`src/logic/synth_port_defs.svh`:
```
// constants for the three-wire synthesizer write port and its host controller
// assumes inclusion by bare name from both end modules and the package
// Behaviour
// - device shifts data on serial clock rises
// - load strobe rise copies word to latch
// - host holds load strobe low while shifting
// - host sends word as four bytes
// - host raises strobe only after fourth byte
// - host uses clock phase zero timing
// - host drives device power-down input
// - device shows lock on status output; host polls
// - output power from latch four bits 4:3
// - resync phase at second sync after load
`ifndef SYNTH_PORT_DEFS_SVH
`define SYNTH_PORT_DEFS_SVH
`define WORD_BITS 32
`define ADDR_LSB 0
`define ADDR_MSB 2
`define LATCH_COUNT 6
`define PWR_LSB 3
`define PWR_MSB 4
`define PWR_LATCH 4
`define RESYNC_LATCH 3
`define RESYNC_LSB 15
`define RESYNC_MSB 16
`define RESYNC_ON 2'h2
`define DIV_LSB 3
`define DIV_MSB 14
`define SYNC_DIV_DEFAULT 12'h010
`define LOCK_SEL_LATCH 2
`define MUX_LSB 26
`define MUX_MSB 28
`define MUX_LOCK 3'h6
`define OFF_CTRL 8'h00
`define OFF_DATA 8'h04
`define OFF_STAT 8'h08
`define SCLK_HALF 4'h5
`define CTRL_GO 0
`define CTRL_PD 1
`define STAT_BUSY 0
`define STAT_LOCK 1
`endif

```
`src/logic/synth_port_pkg.sv`:
```
// types shared by both ends of the synthesizer write port
// assumes synth_port_defs.svh for widths
`include "synth_port_defs.svh"
package synth_port_pkg;
  typedef logic [`WORD_BITS-1:0] word_t;
  typedef enum logic [1:0] {
    h_idle = 2'b00,
    h_low = 2'b01,
    h_shift = 2'b10,
    h_commit = 2'b11
  } host_state_t;
endpackage : synth_port_pkg

```
`src/logic/synth_port_if.sv`:
```
// three-wire link between host controller and synthesizer port
// assumes both ends share no clock; the device samples the serial clock
`timescale 1ns/1ps
interface synth_port_if;
  logic serial_clk;
  logic serial_data;
  logic load_strobe;
  logic power_down;
  logic multiplexed_status_output;
  modport host (
    output serial_clk,
    output serial_data,
    output load_strobe,
    output power_down,
    input multiplexed_status_output
  );
  modport device (
    input serial_clk,
    input serial_data,
    input load_strobe,
    input power_down,
    output multiplexed_status_output
  );
endinterface : synth_port_if

```
`src/logic/synth_port_host.sv`:
```
// host controller: APB registers, mode-0 byte shifter, strobe and power-down
// assumes APB master on clk_sys; device samples the serial clock it makes
`timescale 1ns/1ps
`include "synth_port_defs.svh"
module synth_port_host
  import synth_port_pkg::*;
(
  // system
  input wire logic clk_sys,
  input wire logic rst_n,
  // apb slave
  input wire logic psel,
  input wire logic penable,
  input wire logic pwrite,
  input wire logic [7:0] paddr,
  input wire logic [31:0] pwdata,
  output logic [31:0] prdata,
  output logic pready,
  output logic pslverr,
  // link
  synth_port_if.host link
);
  host_state_t state;
  word_t data_reg, sh;
  logic pd_reg, go;
  logic [3:0] div;
  logic [5:0] bit_cnt;
  logic [1:0] lock_s;
  wire acc = psel & penable;
  wire busy = (state != h_idle);
  wire half_done = (div == `SCLK_HALF);
  wire frame_start = (state == h_idle) && go;
  wire fall_now = (state == h_shift) && half_done && link.serial_clk;
  wire last_fall = fall_now && (bit_cnt == 6'(`WORD_BITS - 1));

  // true for the three register offsets; anything else answers with an error
  function automatic logic is_mapped(input logic [7:0] a);
    return (a == `OFF_CTRL) || (a == `OFF_DATA) || (a == `OFF_STAT);
  endfunction : is_mapped

  // zero-wait slave: every access completes in its first access cycle
  assign pready = 1'b1;
  assign pslverr = acc && !is_mapped(paddr);

  // lock input from the device pin
  always_ff @(posedge clk_sys or negedge rst_n) begin
    if (!rst_n) lock_s <= 2'h0;
    else lock_s <= {lock_s[0], link.multiplexed_status_output};
  end

  // register writes; go is a pulse, ignored while busy
  always_ff @(posedge clk_sys or negedge rst_n) begin
    if (!rst_n) begin
      data_reg <= '0;
      pd_reg <= 1'b0;
      go <= 1'b0;
    end else begin
      go <= 1'b0;
      if (acc && pwrite && paddr == `OFF_DATA) data_reg <= pwdata;
      if (acc && pwrite && paddr == `OFF_CTRL) begin
        pd_reg <= pwdata[`CTRL_PD];
        go <= pwdata[`CTRL_GO] & ~busy;
      end
    end
  end

  // read mux
  always_ff @(posedge clk_sys or negedge rst_n) begin
    if (!rst_n) prdata <= '0;
    else if (psel && !penable && !pwrite) begin
      unique case (paddr)
        `OFF_CTRL: prdata <= {30'h0, pd_reg, 1'b0};
        `OFF_DATA: prdata <= data_reg;
        `OFF_STAT: prdata <= {30'h0, lock_s[1], busy};
        default: prdata <= '0;
      endcase
    end
  end

  assign link.power_down = pd_reg;

  // half-period divider; held at zero while idle so every frame starts aligned
  always_ff @(posedge clk_sys or negedge rst_n) begin
    if (!rst_n) div <= 4'h0;
    else if (state == h_idle || half_done) div <= 4'h0;
    else div <= div + 4'h1;
  end

  // frame order; commit only after the last fall
  always_ff @(posedge clk_sys or negedge rst_n) begin
    if (!rst_n) begin
      state <= h_idle;
    end else begin
      unique case (state)
        // wait for a go pulse from the control register
        h_idle: if (go) state <= h_low;
        // strobe low, clock still, one half period of lead
        h_low: if (half_done) state <= h_shift;
        // thirty-two clock periods
        h_shift: if (last_fall) state <= h_commit;
        // one half period of trail before the strobe rises
        h_commit: if (half_done) state <= h_idle;
      endcase
    end
  end

  // four bytes counted as 32 falls
  always_ff @(posedge clk_sys or negedge rst_n) begin
    if (!rst_n) bit_cnt <= 6'h0;
    else if (state == h_low && half_done) bit_cnt <= 6'h0;
    else if (fall_now) bit_cnt <= bit_cnt + 6'h1;
  end

  // snapshot taken at go, so a data write during a frame cannot tear it
  always_ff @(posedge clk_sys or negedge rst_n) begin
    if (!rst_n) sh <= '0;
    else if (frame_start) sh <= data_reg;
    else if (fall_now) sh <= {sh[`WORD_BITS-2:0], 1'b0};
  end

  // clock idles low, toggles per half
  always_ff @(posedge clk_sys or negedge rst_n) begin
    if (!rst_n) link.serial_clk <= 1'b0;
    else if (state == h_shift && half_done) link.serial_clk <= ~link.serial_clk;
  end

  // data moves on falls, msb first; a full half period of setup before each rise
  always_ff @(posedge clk_sys or negedge rst_n) begin
    if (!rst_n) link.serial_data <= 1'b0;
    else if (state == h_low && half_done) link.serial_data <= sh[`WORD_BITS-1];
    else if (fall_now) link.serial_data <= sh[`WORD_BITS-2];
  end

  always_ff @(posedge clk_sys or negedge rst_n) begin
    if (!rst_n) link.load_strobe <= 1'b1;
    else if (frame_start) link.load_strobe <= 1'b0;
    else if (state == h_commit && half_done) link.load_strobe <= 1'b1;
  end
endmodule : synth_port_host

```
`src/flat_wrapper.sv`:
```
// flat-port wrapper written by rule: the top's interface ports become plain ports
module synth_port_host_flat import synth_port_pkg::*;
  (clk_sys, rst_n, psel, penable, pwrite, paddr, pwdata, prdata, pready, pslverr, link_serial_clk, link_serial_data, link_load_strobe, link_power_down, link_multiplexed_status_output);
  synth_port_if link_i ();
  input wire logic clk_sys;
  input wire logic rst_n;
  input wire logic psel;
  input wire logic penable;
  input wire logic pwrite;
  input wire logic [7:0] paddr;
  input wire logic [31:0] pwdata;
  output logic [31:0] prdata;
  output logic pready;
  output logic pslverr;
  output wire logic [$bits(link_i.serial_clk)-1:0] link_serial_clk;
  output wire logic [$bits(link_i.serial_data)-1:0] link_serial_data;
  output wire logic [$bits(link_i.load_strobe)-1:0] link_load_strobe;
  output wire logic [$bits(link_i.power_down)-1:0] link_power_down;
  input wire logic [$bits(link_i.multiplexed_status_output)-1:0] link_multiplexed_status_output;
  assign link_serial_clk = link_i.serial_clk;
  assign link_serial_data = link_i.serial_data;
  assign link_load_strobe = link_i.load_strobe;
  assign link_power_down = link_i.power_down;
  assign link_i.multiplexed_status_output = link_multiplexed_status_output;
  synth_port_host u_core (.clk_sys(clk_sys), .rst_n(rst_n), .psel(psel), .penable(penable), .pwrite(pwrite), .paddr(paddr), .pwdata(pwdata), .prdata(prdata), .pready(pready), .pslverr(pslverr), .link(link_i));
endmodule
```
`config.mk`:
```
export PLATFORM = sky130hd
export DESIGN_NAME = synth_port_host_flat
export DESIGN_NICKNAME = d
export VERILOG_FILES = /design/src/logic/synth_port_pkg.sv /design/src/logic/synth_port_if.sv /design/src/logic/synth_port_host.sv /design/src/flat_wrapper.sv
export VERILOG_INCLUDE_DIRS = /design/src /design/src/logic
export SDC_FILE = /design/constraint.sdc
export NUM_CORES = 1
export LEC_CHECK = 0
export ABC_AREA = 1
export BUFFER_PORTS_ARGS = -buffer_cell sky130_fd_sc_hd__buf_2
export CAP_MARGIN = 30
export CORE_UTILIZATION = 38
export CTS_BUF_LIST = sky130_fd_sc_hd__clkbuf_16
export DETAILED_ROUTE_END_ITERATION = 16
export GPL_TIMING_DRIVEN = 1
export PLACE_DENSITY_LB_ADDON = 0.08
export SYNTH_ARGS = -nofsm -noshare
export SYNTH_HDL_FRONTEND = slang
export SYNTH_SLANG_ARGS = --single-unit
```
`constraint.sdc`:
```
create_clock -name clk_sys -period 4.5 [get_ports clk_sys]
set_clock_uncertainty 0.1 [all_clocks]
set_input_delay 0.225 -clock clk_sys [delete_from_list [all_inputs] [get_ports clk_sys]]
set_output_delay 0.225 -clock clk_sys [all_outputs]
set_load 0.03 [all_outputs]
```
==> results of run 1 <==
==> cells by family after synthesis <==
kind of cell | Yosys count | synth area share
AO/OA/AOI/OAI | 101 | 0.118
XOR/XNOR | 4 | 0.00647
adder cells (fa/ha/maj) | 8 | 0.0185
buffers and inverters | 89 | 0.0851
flip-flops | 115 | 0.532
other | 1 | 0.000693
AND/OR/NAND/NOR | 306 | 0.239
==> layer usage <==
layer,vias to the layer above,global-route usage,part of all wire
li1,2197,-,-
met2,65,0.276,0.45
met1,2025,0.243,0.50
met3,15,0.0437,0.032
met4,0,0.0733,0.013
met5,-,0,0
==> cells in the mapped netlist, types with 4 or more instances <==
cell	number	area (um^2)
inv_1	53	199
buf_2	15	75.1
dfrtp_1	114	2850
nor2_1	22	82.6
nand3_1	47	235
o21ai_2	28	245
buf_6	5	56.3
o21ai_1	6	30.0
o21ai_0	57	285
clkbuf_1	4	15.0
inv_2	4	15.0
ha_1	8	100
nand2_1	220	826
a21oi_1	4	20.0
==> worst register-to-register path, delay by kind of cell, from the launching register on <==
family | cells | cell delay (ns)
buffers and inverters | 2 | 0.81
DFF | 1 | 0.41
adders and majority gates | 1 | 0.22
and+or+nand+nor | 3 | 0.36
AOI/OAI and AO/OA | 2 | 0.19
==> worst min-delay path by stage <==
stage / start / end / slack [ns] / cells after the start
after floorplan: rst_n / u_core.bit_cnt[0] / -0.17 / 0
after global placement: link_multiplexed_status_output / u_core.lock_s[0] / 0.24 / 1
after detailed placement: rst_n / u_core.div[3] / 0.01 / 1
after CTS: paddr[0] / u_core.go / 0.1 / 6
after global routing: rst_n / u_core.div[3] / 0.16 / 2
final: rst_n / u_core.div[3] / 0.13 / 2
==> per-stage QoR <==
step | area, um^2 | power (mW) | setup WS (ns)
floorplan | 5410 | 1.30 | 2.99
global placement | 5830 | 1.39 | 1.58
detailed placement | 5910 | 1.40 | 2.01
CTS | 6780 | 2.66 | 2.31
global route | 6780 | 2.75 | 2.06
finish | 6780 | 2.64 | 2.34
==> cell type report <==
| type | instances | share of cell area |
|---|---|---|
| clock inverter | 13 | 0.0155 |
| multi-input combinational | 420 | 0.306 |
| inverter | 57 | 0.0316 |
| clock buffer | 17 | 0.0627 |
| tap | 180 | 0.0332 |
| timing repair buffer | 122 | 0.127 |
| sequential | 115 | 0.425 |
==> power by group through the flow <==
stage / combinational (mW) / sequential [mW] / clock [mW]
floorplan: 0.164 / 1.14 / 0
global placement: 0.255 / 1.13 / 0
detailed placement: 0.268 / 1.13 / 0
CTS: 0.294 / 1.12 / 1.25
global route: 0.335 / 1.12 / 1.30
finish: 0.289 / 1.12 / 1.23
==> flow_metrics.py, run 1 <==
metrics = {
    "pwr": {
        "clkPwrFrac": 0.466,
        "peakVddDrop_v": 0.000271,
        "internal_power_mw": 1.98,
        "powerDensity_nw_per_um2": 389,
        "cellLeakagePower_nw": 3.43,
        "p_sw_frac": 0.250,
        "switchingPower_mw": 0.660,
        "seq_power_share": 0.424,
        "p_comb_frac": 0.110,
    },
    "status": {
        "status": "complete, no violations",
    },
    "synthesis": {
        "synth_seq_area_share": 0.532,
        "syn_area_um2": 5410,
        "syn_nets": 678,
        "synth_edf_count": 0,
        "yosysUniqueCellTypes": 37,
        "synth-main-ff-cell": "dfrtp_1",
        "async_flop_share": 1.00,
        "syn_inst": 624,
        "yosysWarnings": 0,
        "synth.avg_cell_area_um2": 8.67,
        "synth_seq_cells": 115,
    },
    "routing": {
        "drtIter0Drc": 264,
        "wirelength_um": 12200,
        "vias": 4302,
        "route.detailed.drc": 0,
        "wl_per_cell_um": 13.2,
        "firstDrtPassIters": 5,
        "antenna_left": 0,
        "vias_per_cell": 4.66,
    },
    "timing": {
        "max_clock_freq_mhz": 463,
        "tightest_slew_ns": 0.923,
        "setup_viol": 0,
        "rsz0062_at_grt": "no",
        "hold_viol": 0,
        "whs_ns": 0.128,
        "period_minus_slack_ns": 2.16,
        "slew_headroom": 0.384,
        "fin_setup_tns_ns": 0,
        "finalCritPeriodShare": 0.480,
        "finalMaxSlewViolations": 0,
    },
    "setup_path": {
        "crit_end": "u_core.sh[5]",
        "r2r_cells": 8,
        "worstReg2RegStart": "u_core.state[0]",
        "startpoint_type": "register",
        "crit_top_cell": "nand2_1",
        "timing.critical_path.fanout_max": 62,
        "cp_slowest_cell": "inv_2",
        "arrival_ns": 2.40,
        "worstSetupPathDepth": 8,
        "end_kind": "register",
        "path_cells": "inv_1, ha_1, nand2_4, inv_2, nand2_1, o21ai_0, nand2_1, o21ai_2",
        "slowest_delay_ns": 0.69,
        "crit_start": "u_core.state[0]",
        "crit_buf_inv": 2,
        "path_class": "reg2reg",
        "rrSetupSlack_ns": 2.34,
        "path_delay_family": "buffers and inverters",
        "reg2reg_to": "u_core.sh[5]",
        "crit_required_ns": 4.74,
    },
    "clocking": {
        "cts_tree": "yes",
        "clockRootBuffer": "clkbuf_16",
        "cts_buffers": 17,
        "htreeDepth": 4,
        "path_clk_slew_ns": 0.05,
        "cts.sinks": 115,
        "cts_setup_buffers": 0,
        "clk_latency_ns": 0.41,
        "cts_resized": 0,
        "cts_hold_buf": 34,
        "clock_path_buffers": 2,
    },
    "grt": {
        "grt_pass1_vias": 4208,
        "grtUsageTotal": 0.180,
        "grt_overflow": 0,
        "grt_max_degree": 69,
        "grt_antenna_before_repair": 0,
        "grt_pass1_wl_um": 20400,
    },
    "layout": {
        "drive_gt1_frac": 0.208,
        "regArea_um2": 2880,
        "final_cell_mix": "nand2_1, dfrtp_1, buf_2",
        "areaGrowthSynthToFinish_pct": 25.3,
        "nFillCells": 1349,
        "multi_input_area_um2": 2070,
        "mostFrequentLayoutCell": "nand2_1",
        "num-nets-final": 787,
        "stdcell_count": 924,
        "antenna_cells": 0,
        "utilization": 0.488,
    },
    "place": {
        "portBuffers": 82,
        "dpl.hpwl_um": 7740,
        "globalplace.congestion": 0.784,
        "dp.cells": 860,
    },
    "die": {
        "die-area_um2": 14700,
        "initial_core_util": 0.390,
        "row_count": 43,
        "die_x_um": 121,
        "ios": 84,
        "die_h_um": 121,
        "coreArea_um2": 13900,
    },
    "worst_hold_path": {
        "worstHoldPathType": "in2async",
    },
    "job": {
        "cap_violations": 0,
    },
}
Power figures use the tool's default switching activity.
==> run 2, diff against run 1 <==
clock period = 2.1 ns   (was 4.5 ns; I/O delays follow)
==> flow_metrics.py, run 2 (same netlist as run 1, synthesis figures left out) <==
metrics = {
    "timing": {
        "max_clock_freq_mhz": 548,
        "finalMaxSlewViolations": 0,
        "layout_setup_ws_ns": 0.275,
        "slew_headroom": 0.612,
        "period_minus_slack_ns": 1.82,
        "fin_setup_tns_ns": 0,
        "tightest_slew_ns": 0.581,
        "rsz0062_at_grt": "no",
        "hold_viol": 0,
        "setup_viol": 0,
        "finalCritPeriodShare": 0.869,
    },
    "die": {
        "initial_core_util": 0.390,
        "die_h_um": 121,
        "coreArea_um2": 13900,
        "ios": 84,
        "row_count": 43,
        "die-area_um2": 14700,
        "die_x_um": 121,
    },
    "clocking": {
        "htreeDepth": 4,
        "clockRootBuffer": "clkbuf_16",
        "clock_path_buffers": 2,
        "cts_tree": "yes",
        "cts_buffers": 17,
        "clk_latency_ns": 0.41,
        "cts_resized": 0,
        "cts.sinks": 115,
        "path_clk_slew_ns": 0.05,
    },
    "routing": {
        "wirelength_um": 12300,
        "wl_per_cell_um": 13.2,
        "vias_per_cell": 4.68,
        "antenna_left": 0,
        "vias": 4360,
        "drtIter0Drc": 265,
        "firstDrtPassIters": 4,
        "route.detailed.drc": 0,
    },
    "setup_path": {
        "startpoint_type": "register",
        "crit_required_ns": 2.32,
        "cp_slowest_cell": "dfrtp_1",
        "path_class": "reg2reg",
        "crit_top_cell": "inv_1",
        "arrival_ns": 2.05,
        "timing.critical_path.fanout_max": 62,
        "path_cells": "inv_1, ha_1, inv_1, nor2_4, nand2_4, nand2_8, nand2_1, o21ai_2",
        "end_kind": "register",
        "slowest_delay_ns": 0.41,
    },
    "grt": {
        "grt_pass1_wl_um": 21100,
        "grt_antenna_before_repair": 0,
        "grt_max_degree": 63,
        "grtUsageTotal": 0.186,
        "grt_pass1_vias": 4379,
        "grt_overflow": 0,
    },
    "layout": {
        "stdcell_count": 932,
        "finalInstanceArea_um2": 6880,
        "areaGrowthSynthToFinish_pct": 27.1,
        "num-nets-final": 793,
        "antenna_cells": 0,
        "mostFrequentLayoutCell": "nand2_1",
        "final_cell_mix": "nand2_1, dfrtp_1, buf_2",
        "drive_gt1_frac": 0.219,
    },
    "place": {
        "dp.cells": 865,
        "dpl.hpwl_um": 8130,
        "dpl_cell_area_um2": 5930,
        "portBuffers": 82,
        "pre_cts_ws_ns": 0.301,
        "globalplace.congestion": 0.731,
    },
    "pwr": {
        "cellLeakagePower_nw": 3.48,
        "peakVddDrop_v": 0.000554,
        "powerDensity_nw_per_um2": 865,
        "power_mw": 5.95,
    },
    "worst_hold_path": {
        "worstHoldPathType": "in2async",
    },
    "status": {
        "status": "complete, no violations",
    },
    "job": {
        "cap_violations": 0,
    },
}
==> run 2: cell count changes in the layout (fill, tap and decap cells not counted), sizes merged <==
cell         change
clkinvlp         +1
dlygate4sd3      +1
buf              +5
bufinv           +2
clkinv           +2
inv              -3
==> run 2: power breakdown <==
group	internal [mW]	total, mW	switching, mW
combinational	0.242	0.619	0.377
clock	1.95	2.94	0.988
sequential	2.31	2.40	0.0870
total	4.50	5.95	1.45
==> run 2: final timing paths <==
check | from | endpoint | slack, ns | cells past startpoint
setup / recovery | u_core.state[0] | u_core.sh[22] | 0.28 | 8
hold / removal | rst_n | u_core.link.serial_clk | 0.04 | 2
setup reg to reg | u_core.state[0] | u_core.sh[22] | 0.28 | 8
hold reg to reg | u_core.lock_s[0] | u_core.lock_s[1] | 0.25 | 0
max in group asynchronous | rst_n | u_core.link.load_strobe | 1.23 | 3
min in group clk_sys | paddr[1] | u_core.link.power_down | 0.04 | 6
==> run 2: timing repair <==
item	CTS	global route
hold buffers	35	0
endpoints found under the hold margin	149	0
buffers inserted	0	0
==> run 2: layer usage <==
metal	track usage	wire length, um
met1	0.236	5810
met2	0.299	5830
met3	0.0526	475
met4	0.0687	208
met5	0	0
==> run 2: through the flow <==
step	hold WS [ns]	utilization
global placement	-0.0738	0.425
global route	0.0554	0.496
floorplan	-0.291	-
CTS	0.00873	0.496
finish	0.0351	0.496
detailed placement	-0.0727	0.427
==> run 2: area by class of cell <==
cell class	instances	area (um^2)
clock inverter	15	171
clock buffer	17	425
multi-input combinational	420	2070
tap	180	225
inverter	57	214
fill	1375	7000
timing repair buffer	128	891
sequential	115	2880
==> run 2: worst max-delay path, delay by kind of cell (launching register included) <==
kind	cells	cell delay, ns
and+or+nand+nor	4	0.71
DFF	1	0.41
adders and majority gates	1	0.21
buffers and inverters	2	0.20
AOI/OAI and AO/OA	1	0.09
==> run 3, diff against run 2 <==
BUFFER_PORTS_ARGS = not set   (was -buffer_cell sky130_fd_sc_hd__buf_2)
CELL_PAD_IN_SITES_DETAIL_PLACEMENT = 0   (was not set)
CELL_PAD_IN_SITES_GLOBAL_PLACEMENT = 2   (was not set)
DONT_BUFFER_PORTS = 1   (was not set)
GPL_TIMING_DRIVEN = 0   (was 1)
==> flow_metrics.py, run 3 (same netlist as run 1, synthesis figures left out) <==
metrics = {
    "setup_path": {
        "arrival_ns": 2.23,
        "crit_start": "paddr[0]",
        "rrSetupSlack_ns": 0.32,
        "path_class": "in2reg",
        "r2r_cells": 5,
        "path_cells": "dlygate4sd3_1, nor2_1, dlygate4sd3_1, nand3_1, nor2_1, nand2_1, nor3_1, dlygate4sd3_1",
        "startpoint_type": "input port",
        "reg2reg_to": "u_core.go",
        "path_delay_family": "buffers and inverters",
        "crit_top_cell": "dlygate4sd3_1",
        "crit_required_ns": 2.35,
        "end_kind": "register",
        "crit_buf_inv": 3,
        "timing.critical_path.fanout_max": 2,
        "cp_slowest_cell": "dlygate4sd3_1",
        "worstReg2RegStart": "u_core.state[1]",
        "slowest_delay_ns": 0.56,
    },
    "layout": {
        "nFillCells": 1389,
        "final_cell_mix": "nand2_1, dfrtp_1, o21ai_0",
        "areaGrowthSynthToFinish_pct": 22.8,
        "mostFrequentLayoutCell": "nand2_1",
        "drive_gt1_frac": 0.150,
        "antenna_cells": 0,
        "num-nets-final": 739,
    },
    "timing": {
        "layout_setup_ws_ns": 0.115,
        "fin_setup_tns_ns": 0,
        "slew_headroom": 0.411,
        "rsz0062_at_grt": "no",
        "setup_viol": 0,
        "max_clock_freq_mhz": 504,
        "period_minus_slack_ns": 1.99,
        "whs_ns": -0.711,
        "finalCritPeriodShare": 0.945,
        "finalMaxSlewViolations": 0,
        "tightest_slew_ns": 0.877,
        "hold_viol": 115,
    },
    "clocking": {
        "htreeDepth": 4,
        "cts_hold_buf": 42,
        "cts_tree": "yes",
        "clock_path_buffers": 2,
        "clk_latency_ns": 0.42,
        "cts.sinks": 115,
        "clockRootBuffer": "clkbuf_16",
        "cts_buffers": 17,
        "path_clk_slew_ns": 0.05,
        "cts_resized": 0,
    },
    "grt": {
        "grt_overflow": 0,
        "grt_max_degree": 116,
        "grt_pass1_vias": 4334,
        "grt_antenna_before_repair": 0,
        "grt_pass1_wl_um": 22300,
        "grtUsageTotal": 0.201,
    },
    "job": {
        "cap_violations": 0,
    },
    "die": {
        "coreArea_um2": 13900,
        "die_h_um": 121,
        "die-area_um2": 14700,
        "row_count": 43,
        "ios": 84,
        "die_x_um": 121,
        "initial_core_util": 0.390,
    },
    "place": {
        "portBuffers": 0,
        "pre_cts_ws_ns": 0.336,
        "dpl.hpwl_um": 8770,
        "globalplace.congestion": 0.748,
    },
    "status": {
        "violations": "hold timing",
        "status": "complete, but fails checks",
    },
    "routing": {
        "firstDrtPassIters": 4,
        "vias": 4269,
        "wl_per_cell_um": 15.1,
        "vias_per_cell": 4.86,
        "antenna_left": 0,
        "drtIter0Drc": 180,
        "wirelength_um": 13300,
        "route.detailed.drc": 0,
    },
    "pwr": {
        "powerDensity_nw_per_um2": 878,
        "peakVddDrop_v": 0.000475,
        "cellLeakagePower_nw": 3.19,
    },
    "worst_hold_path": {
        "worstHoldPathType": "in2async",
    },
}
-- run 3: timing repair --
action	in CTS	in global routing
hold endpoints to repair	154	115
buffers inserted	0	1
setup endpoints to repair	0	2
-- run 3: metal layers --
| metal | global-route usage | vias up | wire [um] |
|---|---|---|---|
| li1 | - | 2109 | - |
| met4 | 0.0625 | 0 | 141 |
| met3 | 0.0587 | 15 | 503 |
| met1 | 0.260 | 2085 | 6320 |
| met2 | 0.321 | 60 | 6330 |
| met5 | 0 | - | 0 |
-- run 3: through the flow --
stage / cells / hold slack, ns / util / power [mW] / area (um^2)
6_report: 878 / -0.711 / 0.479 / 5.83 / 6650
5_1_grt: 878 / -0.737 / 0.479 / 6.10 / 6650
4_1_cts: 878 / -0.732 / 0.479 / 5.89 / 6650
3_5_place_dp: 804 / -0.288 / 0.406 / 2.90 / 5640
3_3_place_gp: 804 / -0.287 / 0.406 / 2.88 / 5640
2_1_floorplan: 624 / -0.291 / - / 2.79 / 5410
-- run 3: worst max-delay path by stage --
stage	endpoint	slack, ns	depth (start not counted)
CTS	u_core.link.power_down	0.07	9
finish	u_core.go	0.11	8
global placement	u_core.sh[6]	0.36	9
global route	u_core.go	0.005	8
detailed placement	u_core.sh[23]	0.34	8
floorplan	u_core.sh[24]	0.59	8
-- run 3: final cells by class --
class / instances / area, um^2 / area share
Sequential cell: 115 / 2880 / 0.433
Multi-Input combinational cell: 420 / 2070 / 0.312
Clock buffer: 17 / 425 / 0.0640
Timing Repair Buffer: 42 / 418 / 0.0629
Buffer: 32 / 246 / 0.0371
Tap cell: 180 / 225 / 0.0339
Inverter: 57 / 214 / 0.0322
Clock inverter: 15 / 165 / 0.0248
-- run 3: power by group --
group / internal [mW] / total [mW] / switching, mW
clock: 1.85 / 2.91 / 1.06
sequential: 2.31 / 2.43 / 0.119
combinational: 0.205 / 0.499 / 0.294
total: 4.36 / 5.83 / 1.47
